File: config.mk
export PLATFORM = sky130hd
export DESIGN_NAME = dmcs_top
export DESIGN_NICKNAME = d
export VERILOG_FILES = /design/src/dmcs_pkg.sv /design/src/dmcs_event_detect.sv /design/src/dmcs_top.sv
export VERILOG_INCLUDE_DIRS = /design/src /design/src/src
export SDC_FILE = /design/constraint.sdc
export NUM_CORES = 1
export LEC_CHECK = 0
export ABC_AREA = 1
export BUFFER_PORTS_ARGS = -buffer_cell sky130_fd_sc_hd__buf_2
export CORE_UTILIZATION = 40
export CTS_CLUSTER_SIZE = 30
export DETAILED_ROUTE_END_ITERATION = 8
export RECOVER_POWER = 100
export SLEW_MARGIN = 10
export SYNTH_ARGS = -nofsm -noshare
export SYNTH_HDL_FRONTEND = slang
export SYNTH_SLANG_ARGS = --single-unit
File: constraint.sdc
create_clock -name sys_clk -period 7.4 [get_ports sys_clk]
set_input_delay 0.74 -clock sys_clk [delete_from_list [all_inputs] [get_ports sys_clk]]
set_output_delay 0.74 -clock sys_clk [all_outputs]
set_load 0.005 [all_outputs]
File: src/dmcs_regs.svh
// Purpose: register map, field positions and reset values of the dma channel status and addressing block
// Assumes: 32-bit classic wishbone slave, byte addresses, one aligned word per register
// Notes: definitions only
// Operation
// dest done flag on dest pointer equal length
// dest half-full flag at half dest length
// block complete on larger length, or pattern match
// cell complete every cell length bytes
// abort irq match aborts, sets abort flag
// address error flag on invalid address
// 32-bit source start address, resets zero
// 32-bit dest start address, resets zero
// source length zero means 65,536 bytes
// source length bits 31-16 read zero
// source done and half-empty flags
// upper-byte enables gate the channel interrupt; the code holds the enables in byte lane 2, bits 23-16
// flags stay set until written zero
`ifndef DMCS_REGS_SVH
`define DMCS_REGS_SVH

// byte offsets of the four registers
`define DMCS_OFS_INT 8'h00
`define DMCS_OFS_SSA 8'h10
`define DMCS_OFS_DSA 8'h20
`define DMCS_OFS_SSIZ 8'h30

// field positions inside the interrupt and source length registers
`define DMCS_FLAG_LSB 0
`define DMCS_FLAG_MSB 7
`define DMCS_EN_LSB 16
`define DMCS_EN_MSB 23
`define DMCS_LEN_MSB 15

// reset values
`define DMCS_RST_FLAGS 8'h00
`define DMCS_RST_EN 8'h00
`define DMCS_RST_ADDR 32'h0000_0000
`define DMCS_RST_LEN 16'h0000

`endif

File: src/dmcs_pkg.sv
// Purpose: shared types of the dma channel status and addressing block
// Assumes: included header gives field layout
// Notes: event struct bit order equals the flag byte of the interrupt register
package dmcs_pkg;

  // one bit per status flag, msb first as in the flag byte
  typedef struct packed {
    logic src_done;      // bit 7
    logic src_half;      // bit 6
    logic dst_done;      // bit 5
    logic dst_half;      // bit 4
    logic blk_done;      // bit 3
    logic cell_done;     // bit 2
    logic xfer_abort;    // bit 1
    logic addr_err;      // bit 0
  } dmcs_evt_s;

  // progress reported by the rest of the channel, same clock
  typedef struct packed {
    logic start;             // pulse: new block begins, counters clear
    logic byte_moved;        // pulse: one byte moved, pointers already advanced
    logic [15:0] src_ptr;    // source byte pointer after the move
    logic [15:0] dst_ptr;    // destination byte pointer after the move
    logic pattern_match;     // pulse: pattern detected
    logic irq_valid;         // pulse: an interrupt number is presented
    logic [7:0] irq_num;     // presented interrupt number
    logic addr_invalid;      // pulse: source or destination address found invalid
  } dmcs_xfer_s;

  // register selected by the bus decode
  typedef enum logic [2:0] {
    DMCS_SEL_NONE,
    DMCS_SEL_INT,
    DMCS_SEL_SSA,
    DMCS_SEL_DSA,
    DMCS_SEL_SSIZ
  } dmcs_sel_e;

endpackage

File: src/dmcs_event_detect.sv
// Purpose: turns channel progress into one-cycle status events
// Assumes: all inputs come from logic on sys_clk
// Notes: events are registered, one cycle after the causing strobe
`timescale 1ns/100ps
`default_nettype none
module dmcs_event_detect
  import dmcs_pkg::*;
(
  input wire logic sys_clk,
  input wire logic rst_n,
  input wire dmcs_xfer_s xfer,
  input wire logic [15:0] src_len,
  input wire logic [15:0] dst_len,
  input wire logic [15:0] cell_len,
  input wire logic [7:0] abort_irq_num,
  input wire logic abort_irq_en,
  output dmcs_evt_s evt_q
);

  // a length of zero stands for 65,536 bytes, so widen to 17 bits
  function automatic logic [16:0] eff_len(input logic [15:0] len);
    eff_len = (len == 16'h0000) ? 17'h1_0000 : {1'b0, len};
  endfunction

  logic [16:0] src_eff;     // effective source length
  logic [16:0] dst_eff;     // effective destination length
  logic [16:0] cell_eff;    // effective cell length
  logic [16:0] blk_len;     // larger of source and destination
  logic [16:0] blk_cnt_q;   // bytes moved in this block
  logic [16:0] cell_cnt_q;  // bytes moved in this cell
  logic [16:0] blk_cnt_d;
  logic [16:0] cell_cnt_d;
  dmcs_evt_s evt_d;

  assign src_eff = eff_len(src_len);
  assign dst_eff = eff_len(dst_len);
  assign cell_eff = eff_len(cell_len);
  assign blk_len = (src_eff > dst_eff) ? src_eff : dst_eff;
  assign blk_cnt_d = blk_cnt_q + 17'h0_0001;
  assign cell_cnt_d = cell_cnt_q + 17'h0_0001;

  // event decode; a 16-bit pointer wraps to zero at 65,536 so equal compare covers it
  always_comb begin
    evt_d = '0;
    if (xfer.byte_moved) begin
      evt_d.src_done = (xfer.src_ptr == src_len);
      evt_d.src_half = (xfer.src_ptr == src_eff[16:1]);
      evt_d.dst_done = (xfer.dst_ptr == dst_len);
      evt_d.dst_half = (xfer.dst_ptr == dst_eff[16:1]);
      evt_d.blk_done = (blk_cnt_d == blk_len);
      evt_d.cell_done = (cell_cnt_d == cell_eff);
    end
    if (xfer.pattern_match) begin
      evt_d.blk_done = 1'b1;
    end
    // abort request only counts while the abort match is enabled
    evt_d.xfer_abort = xfer.irq_valid && abort_irq_en && (xfer.irq_num == abort_irq_num);
    evt_d.addr_err = xfer.addr_invalid;
  end

  // block byte counter, cleared on start, pattern match, abort and completion
  always_ff @(posedge sys_clk or negedge rst_n) begin
    if (!rst_n) begin
      blk_cnt_q <= 17'h0_0000;
    end else if (xfer.start || xfer.pattern_match || evt_d.blk_done || evt_d.xfer_abort) begin
      blk_cnt_q <= 17'h0_0000;
    end else if (xfer.byte_moved) begin
      blk_cnt_q <= blk_cnt_d;
    end
  end

  // cell byte counter, wraps after each completed cell
  always_ff @(posedge sys_clk or negedge rst_n) begin
    if (!rst_n) begin
      cell_cnt_q <= 17'h0_0000;
    end else if (xfer.start || xfer.pattern_match || evt_d.cell_done || evt_d.xfer_abort) begin
      cell_cnt_q <= 17'h0_0000;
    end else if (xfer.byte_moved) begin
      cell_cnt_q <= cell_cnt_d;
    end
  end

  // registered event pulses
  always_ff @(posedge sys_clk or negedge rst_n) begin
    if (!rst_n) begin
      evt_q <= '0;
    end else begin
      evt_q <= evt_d;
    end
  end

endmodule
`default_nettype wire

File: src/dmcs_top.sv
// Purpose: dma channel status flags, interrupt enables, start addresses and source length
// Assumes: classic wishbone slave on sys_clk, channel progress on the same clock
// Notes: every output comes straight from a flip-flop
`timescale 1ns/100ps
`default_nettype none
`include "dmcs_regs.svh"
module dmcs_top
  import dmcs_pkg::*;
(
  input wire logic sys_clk,
  input wire logic rst_n,
  input wire logic wb_cyc_i,
  input wire logic wb_stb_i,
  input wire logic wb_we_i,
  input wire logic [7:0] wb_adr_i,
  input wire logic [3:0] wb_sel_i,
  input wire logic [31:0] wb_dat_i,
  output logic [31:0] wb_dat_o,
  output logic wb_ack_o,
  input wire dmcs_xfer_s xfer_i,
  input wire logic [15:0] dest_length,
  input wire logic [15:0] cell_length,
  input wire logic [7:0] abort_request_number,
  input wire logic abort_irq_en,
  output logic [31:0] source_start_address,
  output logic [31:0] dest_start_address,
  output logic [15:0] source_length,
  output logic transfer_abort,
  output logic irq
);

  // decode a byte address into a register select
  function automatic dmcs_sel_e decode(input logic [7:0] adr);
    unique case (adr)
      `DMCS_OFS_INT: decode = DMCS_SEL_INT;
      `DMCS_OFS_SSA: decode = DMCS_SEL_SSA;
      `DMCS_OFS_DSA: decode = DMCS_SEL_DSA;
      `DMCS_OFS_SSIZ: decode = DMCS_SEL_SSIZ;
      default: decode = DMCS_SEL_NONE;
    endcase
  endfunction

  // merge written byte lanes into an old word
  function automatic logic [31:0] lane_merge(input logic [31:0] old_w, input logic [31:0] new_w,
                                             input logic [3:0] sel);
    logic [31:0] m;
    m = old_w;
    for (int i = 0; i < 4; i++) begin
      if (sel[i]) begin
        m[i*8 +: 8] = new_w[i*8 +: 8];
      end
    end
    lane_merge = m;
  endfunction

  dmcs_sel_e sel; // register addressed by the current request
  logic req; // a fresh request, not yet acknowledged
  logic wr; // fresh write
  logic [7:0] flags_q; // sticky status flags
  logic [7:0] flags_d;
  logic [7:0] en_q; // interrupt enables, same layout as flags
  logic [7:0] en_d;
  logic [31:0] ssa_d;
  logic [31:0] dsa_d;
  logic [31:0] ssiz_d;
  logic [31:0] rdata; // read mux result
  dmcs_evt_s evt; // event pulses from the detector

  assign sel = decode(wb_adr_i);
  // the ack flop itself gaps back-to-back strobes so each request is taken once
  assign req = wb_cyc_i && wb_stb_i && !wb_ack_o;
  assign wr = req && wb_we_i;

  // event detector sees progress and programmed lengths
  dmcs_event_detect u_evt (
    .sys_clk(sys_clk),
    .rst_n(rst_n),
    .xfer(xfer_i),
    .src_len(source_length),
    .dst_len(dest_length),
    .cell_len(cell_length),
    .abort_irq_num(abort_request_number),
    .abort_irq_en(abort_irq_en),
    .evt_q(evt)
  );

  // wishbone ack: one cycle after the strobe, unmapped addresses answer too
  always_ff @(posedge sys_clk or negedge rst_n) begin
    if (!rst_n) begin
      wb_ack_o <= 1'b0;
    end else begin
      wb_ack_o <= req;
    end
  end

  // read mux; unimplemented bits read zero
  always_comb begin
    rdata = 32'h0000_0000;
    unique case (sel)
      DMCS_SEL_INT: begin
        rdata[`DMCS_FLAG_MSB:`DMCS_FLAG_LSB] = flags_q;
        rdata[`DMCS_EN_MSB:`DMCS_EN_LSB] = en_q;
      end
      DMCS_SEL_SSA: rdata = source_start_address;
      DMCS_SEL_DSA: rdata = dest_start_address;
      DMCS_SEL_SSIZ: rdata[`DMCS_LEN_MSB:0] = source_length;
      DMCS_SEL_NONE: rdata = 32'h0000_0000;
    endcase
  end

  // read data register, loaded with the answer to each request
  always_ff @(posedge sys_clk or negedge rst_n) begin
    if (!rst_n) begin
      wb_dat_o <= 32'h0000_0000;
    end else if (req) begin
      wb_dat_o <= wb_we_i ? 32'h0000_0000 : rdata;
    end
  end

  // next flag value: software write replaces, hardware event always wins
  always_comb begin
    flags_d = flags_q;
    if (wr && (sel == DMCS_SEL_INT) && wb_sel_i[0]) begin
      flags_d = wb_dat_i[`DMCS_FLAG_MSB:`DMCS_FLAG_LSB];
    end
    flags_d = flags_d | evt; // see see see see see see
  end

  // sticky status flags; only reset or a write of zero clears them
  always_ff @(posedge sys_clk or negedge rst_n) begin
    if (!rst_n) begin
      flags_q <= `DMCS_RST_FLAGS;
    end else begin
      flags_q <= flags_d;
    end
  end

  // enable byte lives in lane 2 of the interrupt register
  always_comb begin
    en_d = en_q;
    if (wr && (sel == DMCS_SEL_INT) && wb_sel_i[2]) begin
      en_d = wb_dat_i[`DMCS_EN_MSB:`DMCS_EN_LSB];
    end
  end

  // interrupt enables
  always_ff @(posedge sys_clk or negedge rst_n) begin
    if (!rst_n) begin
      en_q <= `DMCS_RST_EN;
    end else begin
      en_q <= en_d;
    end
  end

  // level interrupt, registered from next-state values so it tracks flags without extra lag
  always_ff @(posedge sys_clk or negedge rst_n) begin
    if (!rst_n) begin
      irq <= 1'b0;
    end else begin
      irq <= |(flags_d & en_d);
    end
  end

  // source start address, byte-lane writable; physical address is software's duty
  assign ssa_d = lane_merge(source_start_address, wb_dat_i, wb_sel_i);
  always_ff @(posedge sys_clk or negedge rst_n) begin
    if (!rst_n) begin
      source_start_address <= `DMCS_RST_ADDR;
    end else if (wr && (sel == DMCS_SEL_SSA)) begin
      source_start_address <= ssa_d;
    end
  end

  // destination start address, byte-lane writable
  assign dsa_d = lane_merge(dest_start_address, wb_dat_i, wb_sel_i);
  always_ff @(posedge sys_clk or negedge rst_n) begin
    if (!rst_n) begin
      dest_start_address <= `DMCS_RST_ADDR;
    end else if (wr && (sel == DMCS_SEL_DSA)) begin
      dest_start_address <= dsa_d;
    end
  end

  // source length, only the low 16 bits are stored; zero means 65,536 downstream
  assign ssiz_d = lane_merge({16'h0000, source_length}, wb_dat_i, wb_sel_i);
  always_ff @(posedge sys_clk or negedge rst_n) begin
    if (!rst_n) begin
      source_length <= `DMCS_RST_LEN;
    end else if (wr && (sel == DMCS_SEL_SSIZ)) begin
      source_length <= ssiz_d[`DMCS_LEN_MSB:0]; // see
    end
  end

  // abort pulse to the channel, same cycle as the abort flag sets
  always_ff @(posedge sys_clk or negedge rst_n) begin
    if (!rst_n) begin
      transfer_abort <= 1'b0;
    end else begin
      transfer_abort <= evt.xfer_abort;
    end
  end

endmodule
`default_nettype wire

==> results.cfg, run 1 <==
[status]
status = finished, violations left
violations = max-capacitance violations, max-slew violations

[sta]
fin_crit_ps = 4890
max-slew-margin-rel_pct = -153
tns_ps = 0
slew_viol_final = 111
fin_skew_ps = 17.9
hold_viol = 0
tightest_slew_ps = 3800
min_period_over_period_pct = 66.1
grt_setup_unrepaired = false
clock.fmax_mhz = 204
finalSetupViolations = 0

[setup_path]
critPathMaxFanout = 23
critPathSlowestCell = nand2_1
r2r_slack_ps = 2510
criticalPathCategory = register to register
startpoint_type = register
worstPathCellList = inv_1 -> nand4_1 -> nor2_1 -> nand2_1 -> inv_1 -> ha_1 -> nand2_1 -> inv_1 -> nand3_1 -> nor2_1 -> nand4_1 -> nand2_1 -> nand2_1 -> nand3_1 -> nand2_1 -> nor2_1 -> nand2_1 -> nor2_1 -> nand3_1 -> nand2_1 -> nor2_1
worstSetupEndpointType = register
critical_path_required_ps = 7700
cpPeakStageDelay_ps = 880
cp.arrival_ps = 5200
crit_path_frequent_cell = nand2_1

[synth]
yosys.area.top_type = dfrtp_1
synthTopCellsByCount = 337 x nand2_1, 173 x dfrtp_1, 169 x inv_1
ys_warn_count = 0
synth.distinct_cells = 44
netlist_area_um2 = 10200
syn_inst = 1348
async_flop_share_pct = 100
yosysMostFrequentCell = nand2_1
ys_ff_latch = 173
synth_edf_count = 0
syn_area_per_cell_um2 = 7.57
syn-num-nets = 1502
synth_ff_type = dfrtp_1
synth_top_area_share_pct = 42.4
yosysSeqAreaShare_pct = 42.4
synthTopCellsByArea = dfrtp_1 42%, nand2_1 12%, o21ai_0 7.6%

[placed_design]
place_congestion = 0.902
placed_area_um2 = 11600
dp_hpwl_mm = 25.5
io_buffers = 249
dp.cells = 1873

[clocking]
cts-hold-fix-buffers = 0
cts.htree.levels = 4
post_cts_buffers = 0
clkTransAtPathRegs_ps = 80
root_buffer = clkbuf_16
clkLatencyLatePin_ps = 440
cts_made_buffers = 17
cts_resized = 0
cts.sinks = 173
cts_tree = done
cts_max_path_buffers = 2

[pwr]
ir_drop_mv = 0.116
switchingPower_mw = 0.602
leakagePower_nw = 6.04
internal-power_mw = 1.49
clock_power_share_pct = 43.5
pwr-share-comb_pct = 10.5
pwr-share-seq_pct = 46.0
switching_share_pct = 28.8
power_density_nw_per_um2 = 172

[grt]
grtUsageTotal_pct = 25.4
grt_util_met3_pct = 4.98
grt_max_degree = 106
grt_pass1_vias = 9379
top_usage_layer = met2
antenna_found_initial = 1
overflow = 0
grt_pass1_wl_mm = 51.7
grt_use_met1_pct = 34.4
met2_usage_pct = 40.8

[layout]
nNetsFinal = 1716
multi_input_area_um2 = 4950
final_area_um2 = 12100
fillers = 2661
seq_area_um2 = 4330
drive_gt1_share_pct = 16.1
area_growth_pct = 18.8
instances_no_fill = 1906

[route]
vias = 9905
via_per_inst = 5.20
drc_errors = 0
dr.pass1.iters = 6
antenna_left = 0
drtIter0Drc = 800
finalWirelength_mm = 33.0
avgRoutedWirePerCell_um = 17.3

[floorplan]
dieArea_um2 = 26200
die_w_um = 162
rows = 58
floorplan.die.height_um = 162
initial_utilization_pct = 40.6
pin_count = 250
core_area_um2 = 25100

[run]
maxCapViolCount = 2

[hold_path]
hold_class = register to register
-- cells by family (layout without fill, tap and decap cells) --
family	count (synthesis)	count (layout)	share of synthesized area, %
simple gates	595	595	25.4
mux	5	5	0.490
other cells	0	1	0
fa+ha+maj	19	19	2.33
compound gates	275	275	16.0
flops	173	173	42.4
xor+xnor	53	53	4.62
buf+inv	228	455	8.72
-- power groups by stage --
stage | Clock, mW | Sequential (mW) | Combinational (mW)
detailed placement | 0 | 0.981 | 0.222
floorplan | 0 | 0.979 | 0.118
CTS | 0.927 | 0.962 | 0.223
global placement | 0 | 0.981 | 0.222
global route | 0.958 | 0.963 | 0.250
finish | 0.909 | 0.962 | 0.219
-- flip-flops by register name (all words and copies together), names as in the netlist --
signal                flops
transfer_abort            1
irq                       1
flags_q                   8
source_start_address     32
source_length            16
wb_ack_o                  1
en_q                      8
dest_start_address       32
u_evt.blk_cnt_q          17
u_evt.evt_q               8
wb_dat_o                 32
u_evt.cell_cnt_q         17
-- stage by stage --
stage	hold slack, ps	worst slack (ps)	utilization, %	total power [mW]
after CTS	397	3010	48.8	2.11
after floorplan	354	4200	-	1.10
after global placement	400	2790	46.4	1.20
after detailed placement	396	2680	46.4	1.20
after global routing	398	1700	48.3	2.17
final	399	2510	48.3	2.09
-- cells in the final DEF (no fill, tap or decap), drive strengths merged, types with 8 or more instances in the layout --
cell type and n:
nand2 342, ha 19, o21ai 157, inv 179
o22ai 15, clkbuf 84, nor3 17, buf 186
nand4 25, nor2 106, xor2 31, a221oi 28
a22o 15, nor4 8, a21oi 34, or2 10
dfrtp 173, nand3 86, xnor2 22
-- worst max-delay path: cells and delay by family (launching register included) --
family	cells	cell delay [ps]
and+or+nand+nor	17	3480
adders and majority gates	1	300
buffers and inverters	3	360
DFF	1	580
-- final timing paths --
check	startpoint	end	cells past startpoint
min in group asynchronous	rst_n	source_start_address[31]	1
max	source_length[8]	u_evt.blk_cnt_q[13]	21
min reg2reg	u_evt.evt_q[1]	transfer_abort	0
max reg2reg	source_length[8]	u_evt.blk_cnt_q[13]	21
max in group asynchronous	rst_n	source_start_address[20]	2
min	u_evt.evt_q[1]	transfer_abort	0
-- per-layer routing --
metal  wire [um]  up-vias
met1       15100     4667
met4         658        0
li1            -     4885
met3        1970       41
met5           0        -
met2       15300      312
-- cell type report --
type,instances,area share (%)
tap,330,3.41
clock buffer,18,3.54
multi-input combinational,947,40.8
inverter,171,5.29
timing repair buffer,252,9.79
clock inverter,14,1.39
sequential,173,35.7
antenna,1,0.0206
Note: power is estimated with default switching activity, not from simulation.
==> run 2, diff against run 1 <==
--- a/config.mk
+++ b/config.mk
@@ -6,7 +6,7 @@
 export SDC_FILE = /design/constraint.sdc
 export NUM_CORES = 1
 export LEC_CHECK = 0
-export ABC_AREA = 1
+export ABC_AREA = 0
 export BUFFER_PORTS_ARGS = -buffer_cell sky130_fd_sc_hd__buf_2
 export CORE_UTILIZATION = 40
 export CTS_CLUSTER_SIZE = 30
==> constraint.sdc (replaced) <==
create_clock -name sys_clk -period 4.7 [get_ports sys_clk]
set_input_delay 0.47 -clock sys_clk [delete_from_list [all_inputs] [get_ports sys_clk]]
set_output_delay 0.47 -clock sys_clk [all_outputs]
set_load 0.005 [all_outputs]
==> results.cfg, run 2 <==
[synth]
synth_edf_count = 0
synthTopCellsByArea = dfrtp_1 43%, mux2_2 11%, xnor2_1 8.7%
yosysMostFrequentCell = dfrtp_1
synth-simple-area-share_pct = 15.6
synth_fa_ha_area_share_pct = 2.38
syn-num-nets = 1156
netlist_area_um2 = 9990
ys_warn_count = 0
synth-compound-area-share_pct = 7.03
synthTopCellsByCount = 173 x dfrtp_1, 99 x nand2_1, 99 x xnor2_1
muxShareOfSynthArea_pct = 13.1
yosys.area.top_type = dfrtp_1
synth_top_family_by_area = simple AND/OR/NAND/NOR gates
syn_area_per_cell_um2 = 9.97
async_flop_share_pct = 100
synth_ff_type = dfrtp_1
synthXorXnorAreaFrac_pct = 14.3
synth_top_area_share_pct = 43.3
synth.distinct_cells = 50
ys_ff_latch = 173
yosysSeqAreaShare_pct = 43.3
syn_inst = 1002

[sta]
setup_ws_ps = 492
grt_setup_unrepaired = false
fin_skew_ps = 13.0
min_period_over_period_pct = 89.5
max-slew-margin-rel_pct = -117
tns_ps = 0
finalSetupViolations = 0
tightest_slew_ps = 3260
slew_viol_final = 93
fin_crit_ps = 4210
hold_viol = 0
clock.fmax_mhz = 238

[layout]
drive_gt1_share_pct = 26.4
final_util_pct = 48.8
final_common_cell = buf_2
reg_top3 = dest_start_address (32), source_start_address (32), wb_dat_o (32)
nNetsFinal = 1354
area_growth_pct = 19.2
instances_no_fill = 1539
layout_common_cells = 192 x buf_2, 173 x dfrtp_1, 100 x nand2_1

[grt]
overflow = 0
grtUsageTotal_pct = 23.3
antenna_found_initial = 4
grt_pass1_wl_mm = 46.0
grt_pass1_vias = 8169
grt_max_degree = 117

[clocking]
post_cts_buffers = 0
clkLatencyLatePin_ps = 440
root_buffer = clkbuf_16
cts_resized = 0
cts-hold-fix-buffers = 0
cts_max_path_buffers = 2
cts_made_buffers = 17
clkTransAtPathRegs_ps = 80
cts_tree = done
cts.htree.levels = 4
cts.sinks = 173

[pwr]
leakagePower_nw = 5.64
power_density_nw_per_um2 = 272
ir_drop_mv = 0.194

[floorplan]
dieArea_um2 = 25600
pin_count = 250
die_w_um = 160
floorplan.die.height_um = 160
rows = 57
core_area_um2 = 24400
initial_utilization_pct = 41.0

[setup_path]
reg2reg_from = wb_ack_o
r2r_slack_ps = 490
critical_path_required_ps = 5010
crit_end = irq
reg2reg_depth = 8
critPathSlowestCell = or2_0
critPathMaxFanout = 34
r2r_end = irq
worstSetupEndpointType = register
cpPeakStageDelay_ps = 1600
criticalPathCategory = register to register
worstPathCellList = or2_0 -> inv_1 -> nand2_1 -> nor2_8 -> nand2_1 -> mux2_1 -> a22o_1 -> or4_1
startpoint_type = register
crit_start = wb_ack_o
crit_path_frequent_cell = nand2_1
cp.arrival_ps = 4510

[hold_path]
hold_class = input port to register
holdPathStages = 1
min_from = xfer_i[0]

[route]
antenna_left = 0
avgRoutedWirePerCell_um = 19.0
dr.pass1.iters = 4
drc_errors = 0
via_per_inst = 5.26
finalWirelength_mm = 29.3
vias = 8096
drtIter0Drc = 421

[placed_design]
place_congestion = 0.893
pre_cts_ws_ps = 573
dp_hpwl_mm = 21.8
io_buffers = 249
dp.cells = 1505

[status]
status = finished, violations left
violations = max-capacitance violations, max-slew violations

[run]
maxCapViolCount = 2
run 2: how the worst min path moves through the flow:
stage,end,slack (ps)
after floorplan,dest_start_address[0],170
after global routing,u_evt.evt_q[0],170
after global placement,transfer_abort,370
after CTS,wb_dat_o[28],10
after detailed placement,transfer_abort,360
final,u_evt.evt_q[0],170
run 2: cell type report:
type | instances | area [um^2]
Timing Repair Buffer | 263 | 1250
Clock inverter | 14 | 175
Multi-Input combinational cell | 724 | 5230
Inverter | 21 | 78.8
Clock buffer | 18 | 429
Sequential cell | 173 | 4330
Antenna cell | 2 | 5.00
Fill cell | 2412 | 12500
Tap cell | 324 | 405
run 2: stage by stage:
stage | power [mW] | hold WS [ps] | area (um^2)
2_1_floorplan | 1.69 | 174 | 9990
3_3_place_gp | 1.85 | 365 | 11400
3_5_place_dp | 1.85 | 362 | 11400
4_1_cts | 3.27 | 10.6 | 12000
5_1_grt | 3.35 | 168 | 11900
6_report | 3.23 | 173 | 11900
run 2: cell families after synthesis:
kind of cell | Yosys count
muxes | 119
and+or+nand+nor | 312
AOI/OAI and AO/OA | 111
xor gates and xnor gates | 163
adders and majority gates | 19
DFF | 173
buffers and inverters | 105
run 2: critical path: cells and delay by family (launching register included):
family | cells | cell delay, ps
AND/OR/NAND/NOR | 5 | 2830
AO/OA/AOI/OAI | 1 | 220
flip-flops | 1 | 370
multiplexers | 1 | 400
buffers and inverters | 1 | 250
run 2: layer usage:
| metal | global-route usage [%] | up-vias | part of all wire [%] |
|---|---|---|---|
| li1 | - | 3885 | - |
| met1 | 31.5 | 3958 | 46 |
| met2 | 37.9 | 208 | 48 |
| met3 | 4.16 | 41 | 4.5 |
| met4 | 7.62 | 4 | 1.9 |
| met5 | 0 | - | 0.092 |
run 2: report_power, final:
group | total (mW) | internal [mW] | leakage (nW) | switching (mW)
registers | 1.51 | 1.50 | 2.40 | 0.00899
logic | 0.305 | 0.122 | 2.95 | 0.182
clock network | 1.42 | 0.721 | 0.292 | 0.702
==> run 3, diff against run 2 <==
--- a/config.mk
+++ b/config.mk
@@ -7,10 +7,10 @@
 export NUM_CORES = 1
 export LEC_CHECK = 0
 export ABC_AREA = 0
-export BUFFER_PORTS_ARGS = -buffer_cell sky130_fd_sc_hd__buf_2
 export CORE_UTILIZATION = 40
 export CTS_CLUSTER_SIZE = 30
 export DETAILED_ROUTE_END_ITERATION = 8
+export DONT_BUFFER_PORTS = 1
 export RECOVER_POWER = 100
 export SLEW_MARGIN = 10
 export SYNTH_ARGS = -nofsm -noshare
==> results.cfg, run 3 (same netlist as run 2, synthesis figures left out) <==
[route]
via_per_inst = 5.66
avgRoutedWirePerCell_um = 22.5
finalWirelength_mm = 29.0
drtIter0Drc = 511
antenna_left = 0
dr.pass1.iters = 5
vias = 7301
drc_errors = 0

[sta]
hold_viol = 0
min_period_over_period_pct = 89.0
finalSetupViolations = 0
tightest_slew_ps = 3890
fin_crit_ps = 4180
tns_ps = 0
slew_viol_final = 174
max-slew-margin-rel_pct = -160
grt_setup_unrepaired = false
fin_hold_ws_ps = 67.1
setup_ws_ps = 518
fin_skew_ps = 12.7
clock.fmax_mhz = 239

[floorplan]
die_w_um = 160
dieArea_um2 = 25600
floorplan.die.height_um = 160
rows = 57
initial_utilization_pct = 41.0
pin_count = 250
core_area_um2 = 24400

[layout]
fillers = 2368
instances_no_fill = 1291
multi_input_area_um2 = 5210
reg_top3 = dest_start_address (32), source_start_address (32), wb_dat_o (32)
layout_common_cells = 173 x dfrtp_1, 100 x nand2_1, 99 x xnor2_1
final_common_cell = dfrtp_1
drive_gt1_share_pct = 13.3
area_growth_pct = 6.81
seq_area_um2 = 4330
nNetsFinal = 1108

[setup_path]
worstSetupEndpointType = register
reg2reg_from = source_length[15]
critPathMaxFanout = 18
reg2reg_depth = 14
worstPathCellList = nor4_1 -> nand4_1 -> inv_1 -> ha_1 -> nand4_1 -> or4_1 -> a31oi_1 -> o22a_1 -> mux2i_1 -> xor2_1 -> nand4_1 -> a211oi_4 -> clkbuf_2 -> a2111oi_0
cpPeakStageDelay_ps = 580
r2r_slack_ps = 520
critPathBufInv = 2
startpoint_type = register
r2r_end = u_evt.blk_cnt_q[15]
crit_path_frequent_cell = nand4_1
critPathSlowestCell = or4_1
critical_path_required_ps = 4970
cp.arrival_ps = 4450
criticalPathCategory = register to register
path_delay_family = simple AND/OR/NAND/NOR gates

[grt]
grt_max_degree = 174
grt_pass1_vias = 7421
grt_pass1_wl_mm = 44.9
antenna_found_initial = 1
overflow = 0
grtUsageTotal_pct = 22.9

[clocking]
cts.sinks = 173
cts_tree = done
post_cts_buffers = 0
clkTransAtPathRegs_ps = 80
clkLatencyLatePin_ps = 430
cts_made_buffers = 17
cts_max_path_buffers = 2
cts.htree.levels = 4
root_buffer = clkbuf_16

[pwr]
total_power_mw = 3.11
ir_drop_mv = 0.183
leakagePower_nw = 4.67
power_density_nw_per_um2 = 291

[placed_design]
io_buffers = 0
pre_cts_ws_ps = 653
dp.cells = 1258
place_congestion = 0.871
dp_hpwl_mm = 21.1

[status]
status = finished, violations left
violations = max-capacitance violations, max-slew violations

[hold_path]
min_from = xfer_i[0]
hold_class = input port to register
whs_endpoint = u_evt.evt_q[0]
holdPathStages = 0

[run]
maxCapViolCount = 1
## run 3: cell count changes in the layout (fill, tap and decap cells not counted), sizes merged
cell | previous run | this run
buf | 194 | 2
bufinv | 0 | 1
clkbuf | 87 | 32
clkinv | 8 | 1
clkinvlp | 0 | 3
diode | 2 | 1
inv | 27 | 30
## run 3: layout make-up
class                      instances  area share, %
antenna                            1         0.0235
clock inverter                    14           1.41
multi-input combinational        724           48.8
sequential                       173           40.6
tap                              324           3.80
timing repair buffer              17          0.657
clock buffer                      17           3.99
inverter                          21          0.739
## run 3: timing repair
item | CTS | global route
gates resized for setup | 0 | 0
endpoints found under the hold margin | 173 | 0
hold buffers | 1 | 0
## run 3: worst max path at each step
stage               cells after the start  slack [ps]                  end              start
CTS                                    14         750  u_evt.blk_cnt_q[15]  source_length[15]
global placement                       13         790  u_evt.blk_cnt_q[15]     dest_length[0]
detailed placement                     13         650  u_evt.blk_cnt_q[15]    dest_length[11]
floorplan                              15        1010  u_evt.blk_cnt_q[10]    dest_length[11]
finish                                 14         520  u_evt.blk_cnt_q[15]  source_length[15]
global route                           14         240  u_evt.blk_cnt_q[15]   source_length[4]
## run 3: where the power goes
| group | internal (mW) | switching (mW) | leakage [nW] |
|---|---|---|---|
| registers | 1.50 | 0.0101 | 2.40 |
| clock network | 0.751 | 0.663 | 0.275 |
| logic | 0.0809 | 0.107 | 2.00 |
| total | 2.33 | 0.780 | 4.67 |
## run 3: stage by stage
stage / util [%] / cell area (um^2)
after detailed placement: 41.7 / 10200
after CTS: 44.2 / 10800
after floorplan: - / 9990
final: 43.7 / 10700
after global routing: 43.7 / 10700
after global placement: 41.7 / 10200
## run 3: routing by layer
metal	up-vias	global-route usage [%]	part of all wire (%)
met1	3602	29.6	42
met5	-	0	0
met2	272	36.5	47
li1	3377	-	-
met4	0	7.75	2.2
met3	50	7.01	8.1
